**src/lso_consts.svh**
```systemverilog
/*
  shared constants for the logical and selective datapath: word width,
  operation codes, skip designator codes and register reset values.
  assumes the sequencer decodes opcodes into these codes.
*/
`ifndef LSO_CONSTS_SVH
`define LSO_CONSTS_SVH
`define LSO_WORD_W      30
`define LSO_OP_W        4
`define LSO_OP_LOAD_AND   4'h0
`define LSO_OP_STORE_AND  4'h1
`define LSO_OP_WB_AND     4'h2
`define LSO_OP_ADD_MASK   4'h3
`define LSO_OP_SUB_MASK   4'h4
`define LSO_OP_WB_ADD     4'h5
`define LSO_OP_WB_SUB     4'h6
`define LSO_OP_SET        4'h7
`define LSO_OP_INVERT     4'h8
`define LSO_OP_ZEROS      4'h9
`define LSO_OP_MERGE      4'ha
`define LSO_OP_WB_SET     4'hb
`define LSO_OP_WB_INVERT  4'hc
`define LSO_OP_WB_ZEROS   4'hd
`define LSO_OP_WB_MERGE   4'he
`define LSO_SKIP_W      3
`define LSO_SKIP_NONE   3'h0
`define LSO_SKIP_ALWAYS 3'h1
`define LSO_SKIP_SKIP_IF_MASK_REG_POSITIVE   3'h2
`define LSO_SKIP_SKIP_IF_MASK_REG_NEGATIVE   3'h3
`define LSO_SKIP_AZERO  3'h4
`define LSO_SKIP_ANOT   3'h5
`define LSO_SKIP_APOS   3'h6
`define LSO_SKIP_ANEG   3'h7
`define LSO_A_RESET     30'h00000000
`define LSO_Q_RESET     30'h00000000
`endif

```
**src/lso_pkg.sv**
```systemverilog
/*
  types of the logical and selective datapath.
  assumes lso_consts.svh is on the include path.
*/
`include "lso_consts.svh"
package lso_pkg;
  // one-hot sequencing states
  typedef enum logic [4:0] {
    LSO_IDLE  = 5'b00001,
    LSO_STEP1 = 5'b00010,
    LSO_STEP2 = 5'b00100,
    LSO_STEP3 = 5'b01000,
    LSO_DONE  = 5'b10000
  } lso_state_t;
endpackage

```
**src/lso_alu_if.sv**
```systemverilog
/*
  interface between the sequencer core and the combinational alu.
  assumes both ends sit on the same clock.
*/
`timescale 1ns/1ps
`default_nettype none
`include "lso_consts.svh"
interface lso_alu_if;
  logic [`LSO_WORD_W-1:0] a_in;    // accumulator value
  logic [`LSO_WORD_W-1:0] b_in;    // second term
  logic                   sub;     // subtract when high
  logic [`LSO_WORD_W-1:0] sum;     // ones-complement result
  logic                   ovf;     // overflow flag
  modport core (output a_in, output b_in, output sub,
                input sum, input ovf);
  modport alu  (input a_in, input b_in, input sub,
                output sum, output ovf);
endinterface
`default_nettype wire

```
**src/lso_logic_unit.sv**
```systemverilog
/*
  logical and selective instruction datapath: holds the accumulator,
  mask register and x register, runs one operation per start pulse,
  writes back replace-class results and reports the skip decision.
  assumes the sequencer holds op, operand and skip code stable from
  start until done and fetches the operand before start.
*/
`timescale 1ns/1ps
`default_nettype none
`include "lso_consts.svh"
module lso_logic_unit #(
  parameter int WORD_W = `LSO_WORD_W
) (
  input  wire logic                   clk_sys,
  input  wire logic                   rst,
  input  wire logic                   start,
  input  wire logic [`LSO_OP_W-1:0]   op,
  input  wire logic [`LSO_SKIP_W-1:0] skip_code,
  input  wire logic [WORD_W-1:0]      operand,
  input  wire logic                   load_a,
  input  wire logic                   load_q,
  input  wire logic [WORD_W-1:0]      load_data,
  output logic                        busy,
  output logic                        done,
  output logic                        skip,
  output logic                        overflow,
  output logic                        mem_we,
  output logic [WORD_W-1:0]           mem_wdata,
  output logic [WORD_W-1:0]           acc,
  output logic [WORD_W-1:0]           mask_q
);
  lso_pkg::lso_state_t state_r;     // sequencing state
  lso_pkg::lso_state_t state_nxt;   // next state
  logic [WORD_W-1:0] a_r;           // accumulator
  logic [WORD_W-1:0] a_nxt;         // accumulator next value
  logic [WORD_W-1:0] q_r;           // mask register
  logic [WORD_W-1:0] x_r;           // substitute temporary
  logic [WORD_W-1:0] x_nxt;         // temporary next value
  logic              done_r;        // completion pulse
  logic              skip_r;        // skip decision
  logic              ovf_r;         // arithmetic overflow
  logic              ovf_nxt;       // overflow next value
  logic              we_r;          // write-back strobe
  logic              we_nxt;        // write-back strobe next
  logic [WORD_W-1:0] wd_r;          // write-back word
  logic [WORD_W-1:0] wd_nxt;        // write-back word next

  // one adder serves masked add and subtract; subtract feeds the
  // complement in, trading a mux for a second carry chain
  lso_alu_if alu_p ();
  lso_oc_adder u_add (.p(alu_p));

  // masked operand shared by every logical product form except the store form, which masks A
  wire [WORD_W-1:0] lp_w = q_r & operand;
  // op class decodes, read by the steering and the skip logic
  wire is_sub_w   = (op == `LSO_OP_SUB_MASK) || (op == `LSO_OP_WB_SUB);
  wire is_arith_w = is_sub_w || (op == `LSO_OP_ADD_MASK) ||
                    (op == `LSO_OP_WB_ADD);
  wire is_merge_w = (op == `LSO_OP_MERGE) || (op == `LSO_OP_WB_MERGE);
  wire is_parity_w = (op == `LSO_OP_LOAD_AND) || (op == `LSO_OP_WB_AND);
  // replace-class ops write their result back to the operand cell
  wire is_repl_w  = (op == `LSO_OP_WB_AND)   || (op == `LSO_OP_WB_ADD) ||
                    (op == `LSO_OP_WB_SUB)   || (op == `LSO_OP_WB_SET) ||
                    (op == `LSO_OP_WB_INVERT) || (op == `LSO_OP_WB_ZEROS) ||
                    (op == `LSO_OP_WB_MERGE);

  assign alu_p.a_in = a_r;
  assign alu_p.b_in = lp_w;
  assign alu_p.sub  = is_sub_w;

  // single-step result for all ops except substitute
  logic [WORD_W-1:0] res_w;
  always_comb begin
    res_w = a_r;
    case (op)
      `LSO_OP_LOAD_AND, `LSO_OP_WB_AND: res_w = lp_w;
      `LSO_OP_ADD_MASK, `LSO_OP_WB_ADD: res_w = alu_p.sum;
      `LSO_OP_SUB_MASK, `LSO_OP_WB_SUB: res_w = alu_p.sum;
      `LSO_OP_SET,    `LSO_OP_WB_SET:    res_w = a_r | operand;
      `LSO_OP_INVERT, `LSO_OP_WB_INVERT: res_w = a_r ^ operand;
      `LSO_OP_ZEROS,  `LSO_OP_WB_ZEROS:  res_w = a_r & ~operand;
      default: res_w = a_r; // store form and unused codes keep A
    endcase
  end

  // skip test on the final accumulator; parity replaces Q sign tests for the two masked loads
  function automatic logic skip_eval(input logic [WORD_W-1:0] a,
                                     input logic [WORD_W-1:0] q,
                                     input logic [`LSO_SKIP_W-1:0] c,
                                     input logic par);
    logic r;
    r = 1'b0;
    case (c)
      `LSO_SKIP_NONE:   r = 1'b0;
      `LSO_SKIP_ALWAYS: r = 1'b1;
      `LSO_SKIP_SKIP_IF_MASK_REG_POSITIVE:   r = par ? ~(^a) : ~q[WORD_W-1];
      `LSO_SKIP_SKIP_IF_MASK_REG_NEGATIVE:   r = par ? (^a) : q[WORD_W-1];
      `LSO_SKIP_AZERO:  r = (a == '0);
      `LSO_SKIP_ANOT:   r = (a != '0);
      `LSO_SKIP_APOS:   r = ~a[WORD_W-1];
      `LSO_SKIP_ANEG:   r = a[WORD_W-1];
      default:          r = 1'b0;
    endcase
    return r;
  endfunction

  // next-state and datapath steering
  always_comb begin
    state_nxt = state_r;
    a_nxt     = a_r;
    x_nxt     = x_r;
    we_nxt    = 1'b0;
    wd_nxt    = wd_r;
    ovf_nxt   = ovf_r;
    case (state_r)
      lso_pkg::LSO_IDLE: begin
        if (start) begin
          // substitute step one: clear A under the mask
          if (is_merge_w) begin
            a_nxt     = a_r & ~q_r;
            state_nxt = lso_pkg::LSO_STEP2;
          end else begin
            a_nxt     = res_w;
            if (is_arith_w) ovf_nxt = alu_p.ovf;
            if (op == `LSO_OP_STORE_AND) begin
              we_nxt = 1'b1;
              wd_nxt = q_r & a_r;
            end else if (is_repl_w) begin
              we_nxt = 1'b1;
              wd_nxt = res_w;
            end
            state_nxt = lso_pkg::LSO_DONE;
          end
        end
      end
      // substitute step two: latch Y AND Q in X
      lso_pkg::LSO_STEP2: begin
        x_nxt     = lp_w;
        state_nxt = lso_pkg::LSO_STEP3;
      end
      // substitute step three: set A where X holds ones
      lso_pkg::LSO_STEP3: begin
        a_nxt     = a_r | x_r;
        we_nxt    = is_repl_w;
        wd_nxt    = a_r | x_r;
        state_nxt = lso_pkg::LSO_DONE;
      end
      // done state lets A settle before the skip test reads it
      lso_pkg::LSO_DONE:  state_nxt = lso_pkg::LSO_IDLE;
      default:            state_nxt = lso_pkg::LSO_IDLE;
    endcase
  end

  // state and control flops
  always_ff @(posedge clk_sys) begin
    if (rst) begin
      state_r <= lso_pkg::LSO_IDLE;
      done_r  <= 1'b0;
      skip_r  <= 1'b0;
      we_r    <= 1'b0;
      ovf_r   <= 1'b0;
    end else begin
      state_r <= state_nxt;
      done_r  <= (state_r == lso_pkg::LSO_DONE);
      we_r    <= we_nxt;
      ovf_r   <= ovf_nxt;
      // skip is judged once the result sits in A
      if (state_r == lso_pkg::LSO_DONE)
        skip_r <= skip_eval(a_r, q_r, skip_code, is_parity_w);
    end
  end

  // data registers; direct loads only accepted while idle
  always_ff @(posedge clk_sys) begin
    if (rst) begin
      a_r  <= `LSO_A_RESET;
      q_r  <= `LSO_Q_RESET;
      x_r  <= '0;
      wd_r <= '0;
    end else begin
      x_r  <= x_nxt;
      wd_r <= wd_nxt;
      if (state_r == lso_pkg::LSO_IDLE && !start && load_a)
        a_r <= load_data;
      else
        a_r <= a_nxt;
      if (state_r == lso_pkg::LSO_IDLE && !start && load_q)
        q_r <= load_data;
    end
  end

  // outputs come straight from flops; busy alone is decoded from
  // state so the sequencer sees it in the cycle after the take
  assign busy      = (state_r != lso_pkg::LSO_IDLE);
  assign done      = done_r;
  assign skip      = skip_r;
  assign overflow  = ovf_r;
  assign mem_we    = we_r;
  assign mem_wdata = wd_r;
  assign acc       = a_r;
  assign mask_q    = q_r;
endmodule // lso_logic_unit
`default_nettype wire

```
**src/lso_oc_adder.sv**
```systemverilog
/*
  ones-complement adder/subtractor with end-around carry.
  assumes operands are ones-complement words of the shared width.
*/
`timescale 1ns/1ps
`default_nettype none
`include "lso_consts.svh"
module lso_oc_adder (
  lso_alu_if.alu p
);
  localparam int W = `LSO_WORD_W;
  wire [W-1:0] b_eff;   // subtrahend is complemented
  wire [W:0]   raw;     // sum with carry out
  wire [W:0]   wrap;    // end-around carry added back
  // subtract by adding the complement, as the plain accumulator does
  assign b_eff = p.sub ? ~p.b_in : p.b_in;
  assign raw   = {1'b0, p.a_in} + {1'b0, b_eff};
  assign wrap  = {1'b0, raw[W-1:0]} + {{W{1'b0}}, raw[W]};
  assign p.sum = wrap[W-1:0];
  // like signs in, other sign out
  assign p.ovf = (p.a_in[W-1] == b_eff[W-1]) &&
                 (p.sum[W-1] != p.a_in[W-1]);
endmodule // lso_oc_adder
`default_nettype wire

```
**config.mk**
```make
export PLATFORM = sky130hd
export DESIGN_NAME = lso_logic_unit
export DESIGN_NICKNAME = d
export VERILOG_FILES = /design/src/lso_pkg.sv /design/src/lso_alu_if.sv /design/src/lso_logic_unit.sv /design/src/lso_oc_adder.sv
export VERILOG_INCLUDE_DIRS = /design/src
export SDC_FILE = /design/constraint.sdc
export NUM_CORES = 1
export LEC_CHECK = 0
export ABC_AREA = 1
export ABC_CLOCK_PERIOD_IN_PS = 5900
export BUFFER_PORTS_ARGS = -buffer_cell sky130_fd_sc_hd__buf_2
export CORE_MARGIN = 1.5
export CORE_UTILIZATION = 36
export DETAILED_ROUTE_END_ITERATION = 6
export PLACE_DENSITY = 0.65
export SETUP_SLACK_MARGIN = 0.3
export SLEW_MARGIN = 0
export SYNTH_ARGS = -nofsm -noshare
export SYNTH_HDL_FRONTEND = slang
export SYNTH_HIERARCHICAL = 1
export SYNTH_SLANG_ARGS = --single-unit
```
**constraint.sdc**
```tcl
create_clock -name clk_sys -period 5.9 [get_ports clk_sys]
set_clock_uncertainty 0.1 [all_clocks]
set_input_delay 0.885 -clock clk_sys [delete_from_list [all_inputs] [get_ports clk_sys]]
set_output_delay 0.885 -clock clk_sys [all_outputs]
set_load 0.02 [all_outputs]
```
**After elaboration in Yosys (flattened, before gate mapping)**

Index checks and enable logic that the tools add are counted.

- Input bits: 72
- Memories kept: 0
- Bits in writable memories: 0
- Memory bits (read-only): 0
- Bits in registers: 129
- Bits in latches: 0

- Reductions and logical operators: 31
- Muxes and demuxes: 22
- Equal/unequal tests: 32
- Multipliers: 0
- Bitwise logic cells: 14
- Shift operators: 0
- $add $sub $neg: 2
- Magnitude comparators: 0
- Divide/modulo/power cells: 0

Operator list:

| cell | number |
|---|---|
| $mux 30 | 8 |
| $pmux 30 s5 | 1 |
| $and 30x30->30 | 4 |
| $pmux 30 s2 | 2 |
| $not 30->30 | 3 |
| $or 30x30->30 | 2 |
| $add 30x30->31 | 1 |
| $add 30x1->30 | 1 |
| $logic_not 30->1 | 1 |
| $reduce_bool 30->1 | 1 |
| $reduce_xor 30->1 | 1 |
| $xor 30x30->30 | 1 |
| $eq 4x4->1 const B | 7 |
| $eq 4x3->1 const B | 4 |
| $pmux 5 s3 | 1 |
| $eq 3x3->1 const B | 4 |
| $logic_or 1x1->1 | 11 |
| $mux 5 | 2 |
| $eq 4x2->1 const B | 2 |
| $pmux 1 s8 | 1 |
| $reduce_and 4->1 | 2 |
| $reduce_or 2->1 | 4 |
| $eq 3x2->1 const B | 2 |
| $mux 1 | 6 |
| 22 further kinds | 29 |

**Depth between registers and ports, before layout**

Gate-level depths: netlist of the first run.

- Word-level depth: 12
- Mapped depth: 39
- Depth with buffers taken out: 37

**By module**

The synthesis of the first run kept the hierarchy.

Modules (own cells, without submodules):

| module | times used | cells an instance | seq. area each (µm²) | area an instance (µm²) |
|---|---|---|---|---|
| lso_logic_unit | 1 | 1451 | 2562.5 | 9087.5 |
| lso_oc_adder | 1 | 736 | 0.0 | 3759.9 |

**Worst setup path after synthesis of the first run**

OpenSTA, ideal clock, no wires.

- Path type: input to register
- Start: input op[3]
- End: register a_r[27] (netlist: acc[27])
- Data required time: 5.668 ns
- Setup slack: 0.424 ns
- Arrival: 5.243 ns
- Buffers on the path: 2
- Stages on the path: 39
- Library setup time: 0.132 ns
- Cells stage by stage: inv_2 -> nand2_1 -> nor2_1 -> clkbuf_1 -> buf_1 -> xor2_1 -> ha_1 -> inv_1 -> fa_1 -> inv_1 -> nand3_1 -> nand2_1 -> nand2_1 -> nand3_1 -> nand2_1 -> nand2_1 -> a21oi_1 -> o21bai_1 -> [3 not listed] -> nand2_1 -> nor2_2 -> nand3_1 -> nor2_2 -> nand3_2 -> nor2_2 -> nand2_1 -> nor2_2 -> nand3_2 -> xnor2_1 -> nand2_1 -> o21ai_0 -> nor2_1 -> nand2_1 -> o21ai_0 -> nand3_1 -> nand2_1 -> a21oi_1

- Word-level cells in the longest chain between the ends: 10
- Elaborated cells on any way between the ends: 29

Ends and longest elaborated chain:

| element | line | text |
|---|---|---|
| start: declaration | lso_logic_unit.sv:17 | `` input wire logic [`LSO_OP_W-1:0] op, `` |
| $eq 4x3->1 | -- |  |
| $logic_or 1x1->1 (*) | lso_logic_unit.sv:56 | `` wire is_sub_w = (op == `LSO_OP_SUB_MASK) \|\| (op == `LSO_OP_WB_SUB); `` |
| net alu_p.sub | lso_alu_if.sv:11 | `logic sub;` |
| $mux 30 (*) | lso_oc_adder.sv:16 | `assign b_eff = p.sub ? ~p.b_in : p.b_in;` |
| $add 30x30->31 (*) | lso_oc_adder.sv:17 | `assign raw = {1'b0, p.a_in} + {1'b0, b_eff};` |
| $add 30x1->30 (*) | lso_oc_adder.sv:18 | `assign wrap = {1'b0, raw[W-1:0]} + {{W{1'b0}}, raw[W]};` |
| net alu_p.sum[27] | lso_alu_if.sv:12 | `` logic [`LSO_WORD_W-1:0] sum; `` |
| $pmux 30 s5 (*) | lso_logic_unit.sv:75 | `case (op)` |
| $mux 30 (*) | lso_logic_unit.sv:119 | `if (is_merge_w) begin` |
| $mux 30 (*) | lso_logic_unit.sv:117 | `if (start) begin` |
| $pmux 30 s2 (*) | lso_logic_unit.sv:115 | `case (state_r)` |
| $mux 30 (*) | lso_logic_unit.sv:183 | `if (state_r == lso_pkg::LSO_IDLE && !start && load_a)` |
| end signal: assignment | lso_logic_unit.sv:176 | `` a_r <= `LSO_A_RESET; `` |
| end signal: assignment | lso_logic_unit.sv:184 | `a_r <= load_data;` |
| end signal: assignment | lso_logic_unit.sv:186 | `a_r <= a_nxt;` |
| end: declaration | lso_logic_unit.sv:34 | `logic [WORD_W-1:0] a_r;` |

Mark *: on every way through the listed nets, which the timed path passes. The rest lies on a longest branch. The select of a mux whose other input is x is not followed.
A chain may end at the register's enable or synchronous reset.

**Final worst setup path of the first run**

Ends and elaborated chain as after synthesis.

==> key figures, run 1 <==
Clock tree
  – Clock Root Buffer: sky130_fd_sc_hd__clkbuf_16
  – TritonCTS buffer count: 17
  – Clock sink count: 128
  – CTS tree: yes
  – H-Tree Level Count: 4
  – Clock latency reported for the late side of the worst-skew pair: around 440 ps
  – Maximum clock path buffer count: 2
  – Clk slew on worst S/H paths: approximately 60 ps

Yosys
  – Distinct cells, synth: 41
  – Seq/Total Area, Yosys: 0.199
  – Flip-flop and latch count after synthesis: ~130
  – Mean post-synth cell area: 5.87 um2
  – Number of synthesized flops with an enable pin: 0
  – Post-synthesis instance total: between 2,000 and 2,500
  – Prevailing post-synth register cell: sky130_fd_sc_hd__dfxtp_1
  – Async set-reset flop share out of synthesis: 0
  – Post-synth design cell area: between 10,000 and 15,000 um2
  – Post-synthesis net count: between 2,000 and 2,500
  – Count of synthesis-stage warnings from yosys: 6

Die
  – Placeable core region: 35,300 um2
  – Starting density of the core: 0.364
  – Die Wd: ~190 um
  – Placement row count: 69
  – Total die area: 36,800 um2
  – Y dimension of the die: 192 um
  – Number of top-level design ports: between 150 and 200

Finish
  – Number of filler cells placed in the layout: between 3,000 and 4,000
  – Antenna diode count: 0
  – Final standard cell utilization of the core: 0.422
  – Syn-to-layout area delta: 16.1%
  – Share of layout cells above drive strength 1: 0.154
  – Nets: approximately 2,500
  – Finished Cell Area: ~15,000 um2

Routing
  – First-pass DRT Iterations: 6
  – Post-detailed-route via-to-cell ratio: about 5.4
  – Number of design rule violations left after detail routing: 0
  – Sum of routed wire length over all layers: approximately 51,000 um
  – Routed wire per std cell: between 15 and 20 um
  – DRT iter0 DRCs: around 1,400
  – Number of vias after detailed routing: between 15,000 and 20,000
  – Antenna Nets Post-Route: 0

Timing
  – Actual transition at the worst max-transition pin: about 900 ps
  – Fmax: roughly 190 MHz
  – Final total negative setup slack: 0 ps
  – Worst rel slew slack: 0.395
  – Post-layout min period: 5210 ps
  – Number of hold violations in the final report: 0
  – Pins over their slew limit: 0
  – RSZ-0062 raised after global routing: false
  – Crit share post-route: 0.882
  – Final setup violating endpoints: 0

Worst hold path
  – Type of the tightest min-delay check: reg2reg

Critical path
  – Worst-path fanout max: 8
  – Kind of critical path: in2reg
  – Library cell contributing the largest single delay on the critical path: sky130_fd_sc_hd__ha_1
  – Crit end category: flop
  – Maximum cell stage delay along the critical path: 390 ps
  – Required time at the worst-slack endpoint: between 6000 and 7000 ps
  – Sort of element at the start of the critical path: input pin
  – Data arrival time at the worst-slack endpoint: 5380 ps
  – Most used cell, CP: sky130_fd_sc_hd__nand2_1

Status
  – Result of the run: complete, no violations

GRT
  – Global-route wire length before repair: between 70,000 and 80,000 um
  – Maximum number of pins on one net before global-route repair: between 60 and 70
  – Global router's overall resource usage: 0.278
  – Vias in the first global route: 14,021
  – Remaining global-route overflow: 0
  – Number of antenna violations at the first check in global routing: 0

Power and ir drop
  – Pwr per Cell Area: approximately 260 nW/um2
  – Worst IR Drop VDD: between 0.2 and 0.25 mV
  – Leakage: a little under 0.008 uW

Place
  – DPL Wire Length: approximately 38,000 um
  – Cell Area, Placed: ~14,000 um2
  – GPL Wtd Cong: roughly 0.94
  – Count of input and output buffers: between 150 and 200

Run
  – Number of maximum-capacitance constraint violations: 0
## worst paths after layout
| kind | from | end | slack, ps | cells past startpoint |
|---|---|---|---|---|
| max | op[3] | acc[27] | 690 | 36 |
| min | skip | skip | 370 | 2 |
| min reg2reg | skip | skip | 370 | 2 |
| max reg2reg | mask_q[0] | acc[27] | 1040 | 36 |
## sequential cells by signal, indices dropped and copies added (netlist names)
signal / count
acc: 30
mask_q: 30
mem_wdata: 30
x_r: 30
state_r: 4
done: 1
mem_we: 1
overflow: 1
skip: 1
## kinds of logic after synthesis
logic type / count (synthesis) / share of synthesized area
buffers and inverters: 387 / 0.117
xor gates and xnor gates: 58 / 0.0401
AOI/OAI and AO/OA: 370 / 0.155
DFF: 128 / 0.199
adders and majority gates: 111 / 0.109
and+or+nand+nor: 1133 / 0.380
## Yosys cell counts, types with 2 or more instances
cell type | instances | area [um2]
sky130_fd_sc_hd__a21oi_1 | 120 | 601
sky130_fd_sc_hd__a22oi_1 | 13 | 97.6
sky130_fd_sc_hd__a31oi_1 | 30 | 188
sky130_fd_sc_hd__and2_1 | 6 | 37.5
sky130_fd_sc_hd__buf_1 | 7 | 26.3
sky130_fd_sc_hd__buf_2 | 25 | 125
sky130_fd_sc_hd__buf_4 | 5 | 37.5
sky130_fd_sc_hd__clkbuf_1 | 51 | 191
sky130_fd_sc_hd__dfxtp_1 | 128 | 2560
sky130_fd_sc_hd__ha_1 | 110 | 1380
sky130_fd_sc_hd__inv_1 | 271 | 1020
sky130_fd_sc_hd__inv_2 | 27 | 101
sky130_fd_sc_hd__nand2_1 | 632 | 2370
sky130_fd_sc_hd__nand2_2 | 26 | 163
sky130_fd_sc_hd__nand3_1 | 215 | 1080
sky130_fd_sc_hd__nand3_2 | 7 | 70.1
sky130_fd_sc_hd__nand4_1 | 19 | 119
sky130_fd_sc_hd__nor2_1 | 179 | 672
sky130_fd_sc_hd__nor2_2 | 20 | 125
sky130_fd_sc_hd__nor2_4 | 6 | 67.6
sky130_fd_sc_hd__nor3_1 | 9 | 45.0
sky130_fd_sc_hd__nor3_2 | 5 | 50.1
sky130_fd_sc_hd__nor4_1 | 2 | 12.5
sky130_fd_sc_hd__o211ai_1 | 21 | 158
sky130_fd_sc_hd__o21ai_0 | 128 | 641
sky130_fd_sc_hd__o21ai_1 | 54 | 270
sky130_fd_sc_hd__o21bai_1 | 2 | 15.0
sky130_fd_sc_hd__xnor2_1 | 7 | 61.3
sky130_fd_sc_hd__xor2_1 | 50 | 438
## metal layers
layer | share of wire | track usage
met5 | 0 | 0
met4 | 0.022 | 0.0820
met2 | 0.43 | 0.426
met3 | 0.091 | 0.0470
met1 | 0.45 | 0.396
## layout make-up
type	instances	area (um2)	area share
Clock inverter	11	119	0.00797
Clock buffer	18	439	0.0294
Tap cell	461	577	0.0387
Timing Repair Buffer	218	1240	0.0830
Inverter	299	1120	0.0753
Sequential cell	128	2560	0.172
Multi-Input combinational cell	1672	8860	0.594
## where the power goes
group          switching, uW  total (uW)  internal (uW)
Sequential               130        1070            941
Clock                    424        1050            622
Combinational           1180        1770            584
## per-stage QoR
| step | hold WS [ps] | power, uW | setup slack, ps | cells |
|---|---|---|---|---|
| after floorplan | 387 | 2230 | 424 | 2187 |
| after global placement | 359 | 2780 | 251 | 2772 |
| after detailed placement | 363 | 2810 | 135 | 2772 |
| after CTS | 374 | 3860 | 536 | 2801 |
| after global routing | 403 | 4140 | 303 | 2807 |
| final | 371 | 3890 | 693 | 2807 |
## critical path, delay by kind of cell
family	cells	cell delay, ps
and+or+nand+nor	24	2740
AOI/OAI and AO/OA	5	490
buffers and inverters	3	450
adders and majority gates	2	600
xor gates and xnor gates	2	220
## cells in the final DEF (no fill, tap or decap), types with 20 or more instances in the layout
cell type	count
sky130_fd_sc_hd__a31oi_1	30
sky130_fd_sc_hd__o211ai_1	21
sky130_fd_sc_hd__nand2_2	30
sky130_fd_sc_hd__nand2_1	628
sky130_fd_sc_hd__nor2_1	176
sky130_fd_sc_hd__dfxtp_1	128
sky130_fd_sc_hd__ha_1	106
sky130_fd_sc_hd__a21oi_1	119
sky130_fd_sc_hd__nor2_2	20
sky130_fd_sc_hd__xor2_1	50
sky130_fd_sc_hd__o21ai_1	55
sky130_fd_sc_hd__inv_2	29
sky130_fd_sc_hd__buf_2	166
sky130_fd_sc_hd__nand3_1	213
sky130_fd_sc_hd__buf_4	50
sky130_fd_sc_hd__inv_1	269
sky130_fd_sc_hd__o21ai_0	127
## what timing repair did
item	in CTS	in global routing
hold buffers	0	0
buffers inserted	0	6
gates resized for setup	0	19
endpoints found under the setup margin	0	12
Note: power is estimated with default switching activity, not from simulation.
==> inputs of run 2 (changes only) <==
--- a/config.mk
+++ b/config.mk
@@ -10,9 +10,9 @@
 export ABC_CLOCK_PERIOD_IN_PS = 5900
 export BUFFER_PORTS_ARGS = -buffer_cell sky130_fd_sc_hd__buf_2
 export CORE_MARGIN = 1.5
-export CORE_UTILIZATION = 36
+export CORE_UTILIZATION = 35
 export DETAILED_ROUTE_END_ITERATION = 6
-export PLACE_DENSITY = 0.65
+export PLACE_DENSITY = 0.64
 export SETUP_SLACK_MARGIN = 0.3
 export SLEW_MARGIN = 0
 export SYNTH_ARGS = -nofsm -noshare
==> run 2 against run 1 <==
Effect of this change:
- routed wire length increased by 0.53%
- via count increased by 0.41%
- critical endpoint is now acc[23]
- non-clock buffer count grew 3
==> key figures, run 2 (synthesized netlist as in run 1, its figures left out) <==
Worst hold path
  – Type of the tightest min-delay check: reg2reg

Routing
  – Number of vias after detailed routing: 15,124
  – Antenna Nets Post-Route: 0
  – Number of design rule violations left after detail routing: 0
  – First-pass DRT Iterations: 7
  – Routed wire per std cell: around 18 um
  – DRT iter0 DRCs: 1,552
  – Sum of routed wire length over all layers: a little over 50,000 um
  – Post-detailed-route via-to-cell ratio: roughly 5.4

GRT
  – Remaining global-route overflow: 0
  – Maximum number of pins on one net before global-route repair: 69
  – Global-route wire length before repair: 79,000 um
  – Number of antenna violations at the first check in global routing: 0
  – Global router's overall resource usage: 0.268
  – Vias in the first global route: about 14,000

Timing
  – Post-layout min period: between 5000 and 6000 ps
  – Number of hold violations in the final report: 0
  – Final setup violating endpoints: 0
  – Crit share post-route: 0.883
  – Fmax: around 190 MHz
  – Final total negative setup slack: 0 ps
  – Pins over their slew limit: 0
  – RSZ-0062 raised after global routing: false
  – Actual transition at the worst max-transition pin: slightly above 1000 ps
  – Min Hold Slack: about 370 ps
  – Worst rel slew slack: 0.320

Die
  – Y dimension of the die: roughly 190 um
  – Starting density of the core: 0.359
  – Die Wd: around 190 um
  – Number of top-level design ports: ~170
  – Placement row count: 69
  – Placeable core region: roughly 36,000 um2
  – Total die area: approximately 38,000 um2

Critical path
  – Crit end category: flop
  – Most used cell, CP: sky130_fd_sc_hd__nand2_1
  – Kind of critical path: in2reg
  – Sort of element at the start of the critical path: input pin
  – Data arrival time at the worst-slack endpoint: 5390 ps
  – Worst-path fanout max: 11
  – Required time at the worst-slack endpoint: 6080 ps
  – Library cell contributing the largest single delay on the critical path: sky130_fd_sc_hd__ha_1
  – Maximum cell stage delay along the critical path: 360 ps

Clock tree
  – Clock Root Buffer: sky130_fd_sc_hd__clkbuf_16
  – Clk slew on worst S/H paths: about 60 ps
  – Clock sink count: about 130
  – Clock latency reported for the late side of the worst-skew pair: between 400 and 500 ps
  – CTS tree: yes
  – H-Tree Level Count: 4
  – TritonCTS buffer count: 17
  – Maximum clock path buffer count: 2

Run
  – Number of maximum-capacitance constraint violations: 0

Place
  – DPL Wire Length: between 30,000 and 40,000 um
  – Number of placed instances, taps included: roughly 2,800
  – Count of input and output buffers: 166
  – GPL Wtd Cong: approximately 0.98

Power and ir drop
  – Internal portion of total power: ~2100 uW
  – Worst IR Drop VDD: around 0.21 mV
  – Net Sw Frac: 0.455
  – Sequential Power Share: 0.275
  – Leakage: ~0.0078 uW
  – Clock power frac: 0.271
  – Switching power of the nets: 1780 uW
  – Pwr per Cell Area: roughly 260 nW/um2
  – Combinational cell fraction of total power: 0.454

Finish
  – Antenna diode count: 0
  – Syn-to-layout area delta: 16.5%
  – Number of filler cells placed in the layout: between 3,000 and 4,000
  – Share of layout cells above drive strength 1: 0.156
  – Final instance count without filler cells: approximately 2,800
  – Most frequent standard cell in the layout excluding fill and tap cells: sky130_fd_sc_hd__nand2_1
  – Highest-count cells in the layout ignoring fill and taps: sky130_fd_sc_hd__nand2_1 (628), sky130_fd_sc_hd__inv_1 (269), sky130_fd_sc_hd__nand3_1 (212), sky130_fd_sc_hd__nor2_1 (176), sky130_fd_sc_hd__buf_2 (166)
  – Nets: between 2,000 and 3,000

Status
  – Result of the run: complete, no violations
run 2: cell type report:
type                    instances  area, um2  area share
multi-input cells            1672       8840       0.591
clock inverters                13        129     0.00861
clock buffers                  19        453      0.0303
well taps                     461        577      0.0385
inverters                     299       1120      0.0750
flip-flops and latches        128       2560       0.171
repair buffers                221       1280      0.0853
run 2: path summary, 6_finish.rpt:
path | startpoint | end | slack, ps | cells past startpoint
setup / recovery | op[3] | acc[23] | 690 | 38
hold / removal | skip | skip | 370 | 2
setup reg to reg | mask_q[0] | acc[23] | 1040 | 37
hold reg to reg | skip | skip | 370 | 2
run 2: power by group through the flow:
stage	clock network [uW]	registers (uW)	logic [uW]
global placement	0	1090	1710
CTS	1070	1070	1750
floorplan	0	1130	1100
global route	1100	1080	1990
detailed placement	0	1090	1740
finish	1060	1080	1780
run 2: repair_timing:
item / in CTS / in global routing
hold buffers: 0 / 0
resized for setup: 0 / 17
setup endpoints to repair: 0 / 15
endpoints found under the hold margin: 0 / 0
setup buffers: 0 / 6
run 2: through the flow:
step           power [uW]  utilization  instance area, um2  setup WS, ps
3_5_place_dp         2820        0.398               14300          69.6
3_3_place_gp         2800        0.398               14300           171
2_1_floorplan        2230            -               12800           424
5_1_grt              4170        0.418               15000           301
6_report             3920        0.418               15000           690
4_1_cts              3880        0.414               14800           498
run 2: critical path: cells and delay by family:
kind	cells	cell delay, ps
AO/OA/AOI/OAI	4	340
adder cells (fa/ha/maj)	2	570
buffers and inverters	5	640
AND/OR/NAND/NOR	25	2630
XOR/XNOR	2	310
run 2: per-layer routing:
metal  wire length, um  vias up  global-route usage
li1                  -     7355                   -
met1             23600     6953               0.385
met2             22100      726               0.410
met3              4590       90              0.0342
met4              1420        0              0.0917
met5                 0        -                   0
==> inputs of run 3 (changes only) <==
--- a/config.mk
+++ b/config.mk
@@ -7,7 +7,7 @@
 export NUM_CORES = 1
 export LEC_CHECK = 0
 export ABC_AREA = 1
-export ABC_CLOCK_PERIOD_IN_PS = 5900
+export ABC_CLOCK_PERIOD_IN_PS = 5860
 export BUFFER_PORTS_ARGS = -buffer_cell sky130_fd_sc_hd__buf_2
 export CORE_MARGIN = 1.5
 export CORE_UTILIZATION = 35
==> constraint.sdc (replaced) <==
create_clock -name clk_sys -period 5.86 [get_ports clk_sys]
set_clock_uncertainty 0.1 [all_clocks]
set_input_delay 0.879 -clock clk_sys [delete_from_list [all_inputs] [get_ports clk_sys]]
set_output_delay 0.879 -clock clk_sys [all_outputs]
set_load 0.02 [all_outputs]
==> run 3 against run 2 <==
Effect of this change:
- final cell count did not move
- worst setup slack lost 38 ps
- routed wire length fell by 0.66%
- critical path depth decreased by 2
- first-iteration DRC count down 3.1%
- register-to-register slack worse by 50 ps
- flip-flop and latch count stayed put
- count of clock-buffer cells in the layout is 1 lower
- largest cell class unchanged
==> key figures, run 3 (synthesized netlist as in run 1, its figures left out) <==
GRT
  – Maximum number of pins on one net before global-route repair: 69
  – Global router's overall resource usage: 0.263
  – Number of antenna violations at the first check in global routing: 0
  – Global-route wire length before repair: around 78,000 um
  – Vias in the first global route: 13,759
  – Remaining global-route overflow: 0

Timing
  – Pins over their slew limit: 0
  – Crit share post-route: 0.889
  – Post-layout min period: 5210 ps
  – Final setup violating endpoints: 0
  – RSZ-0062 raised after global routing: false
  – Worst rel slew slack: 0.397
  – Fin worst setup slack: 652 ps
  – Fmax: between 150 and 200 MHz
  – Number of hold violations in the final report: 0
  – Final total negative setup slack: 0 ps
  – Actual transition at the worst max-transition pin: about 900 ps

Place
  – Count of input and output buffers: roughly 170
  – Cell Area, Placed: roughly 14,000 um2
  – DPL Wire Length: 38,900 um
  – Pre-CTS setup slack: roughly 120 ps
  – GPL Wtd Cong: 1.01

Critical path
  – Most used cell, CP: sky130_fd_sc_hd__nand2_1
  – Crit end category: flop
  – Sort of element at the start of the critical path: input pin
  – Required time at the worst-slack endpoint: ~6100 ps
  – Worst-path fanout max: 8
  – Maximum cell stage delay along the critical path: approximately 360 ps
  – Data arrival time at the worst-slack endpoint: about 5400 ps
  – Library cell contributing the largest single delay on the critical path: sky130_fd_sc_hd__ha_1
  – Kind of critical path: in2reg

Routing
  – DRT iter0 DRCs: about 1,500
  – Antenna Nets Post-Route: 0
  – Sum of routed wire length over all layers: approximately 51,000 um
  – First-pass DRT Iterations: 6
  – Number of vias after detailed routing: around 15,000
  – Number of design rule violations left after detail routing: 0
  – Routed wire per std cell: between 15 and 20 um
  – Post-detailed-route via-to-cell ratio: 5.38

Run
  – Number of maximum-capacitance constraint violations: 0

Finish
  – Finished Cell Area: about 15,000 um2
  – Nets: about 2,500
  – Most frequent standard cell in the layout excluding fill and tap cells: sky130_fd_sc_hd__nand2_1
  – Number of filler cells placed in the layout: 3,872
  – Area of combinational cells with multiple inputs: a little under 9000 um2
  – Antenna diode count: 0
  – Highest-count cells in the layout ignoring fill and taps: sky130_fd_sc_hd__nand2_1 (627), sky130_fd_sc_hd__inv_1 (270), sky130_fd_sc_hd__nand3_1 (214), sky130_fd_sc_hd__nor2_1 (175), sky130_fd_sc_hd__buf_2 (166)
  – Share of layout cells above drive strength 1: 0.156
  – Final standard cell utilization of the core: 0.418
  – Sequential cell area: 2560 um2
  – Syn-to-layout area delta: 16.5%

Clock tree
  – Hold Buf Count CTS: 0
  – Clock latency reported for the late side of the worst-skew pair: 440 ps
  – Maximum clock path buffer count: 2
  – Clock Root Buffer: sky130_fd_sc_hd__clkbuf_16
  – Clk slew on worst S/H paths: ~60 ps
  – TritonCTS buffer count: 17
  – Clock sink count: about 130
  – H-Tree Level Count: 4
  – CTS tree: yes

Die
  – Die Wd: 195 um
  – Placeable core region: between 30,000 and 40,000 um2
  – Total die area: ~38,000 um2
  – Placement row count: 69
  – Number of top-level design ports: ~170
  – Starting density of the core: 0.359
  – Y dimension of the die: approximately 190 um

Worst hold path
  – Type of the tightest min-delay check: reg2reg

Power and ir drop
  – Leakage: 0.00781 uW
  – Power Total: 3970 uW
  – Worst IR Drop VDD: 0.215 mV
  – Pwr per Cell Area: ~270 nW/um2

Status
  – Result of the run: complete, no violations
==> run 3: worst paths after layout <==
kind | from | to | slack, ps | cells past startpoint
max reg2reg | mask_q[0] | acc[27] | 990 | 36
min | skip | skip | 380 | 2
min reg2reg | skip | skip | 380 | 2
max | op[3] | acc[27] | 650 | 36
==> run 3: per-layer routing <==
layer | GRT usage | routed length (um) | vias to the layer above
met3 | 0.0385 | 4470 | 78
li1 | - | - | 7363
met4 | 0.0822 | 1260 | 0
met1 | 0.372 | 23300 | 6983
met2 | 0.409 | 22300 | 709
met5 | 0 | 0 | -
==> run 3: cell type report <==
type                            instances  share of cell area
Clock inverter                         14              0.0104
Sequential cell                       128               0.171
Tap cell                              461              0.0386
Timing Repair Buffer                  221              0.0842
Multi-Input combinational cell       1672               0.591
Inverter                              299              0.0750
Clock buffer                           18              0.0294
==> run 3: worst max-delay path: cells and delay by family <==
kind / cells / cell delay [ps]
AND/OR/NAND/NOR: 24 / 2830
adder cells (fa/ha/maj): 2 / 570
AO/OA/AOI/OAI: 5 / 470
buffers and inverters: 3 / 430
XOR/XNOR: 2 / 210
==> run 3: power by group <==
part | switching [uW] | leakage (uW) | total [uW] | internal [uW]
Clock | 446 | 0.000288 | 1090 | 643
Sequential | 138 | 0.00104 | 1090 | 948
Combinational | 1200 | 0.00648 | 1790 | 594
Total | 1780 | 0.00781 | 3970 | 2180
==> run 3: timing repair <==
action                                 CTS  global route
gates resized for setup                  0            18
setup endpoints to repair                0            15
endpoints found under the hold margin    0             0
buffers inserted                         0             4
==> run 3: through the flow <==
step                std cells  hold WS [ps]
finish                   2813           377
global route             2813           424
CTS                      2809           385
detailed placement       2777           375
global placement         2777           356
floorplan                2187           387
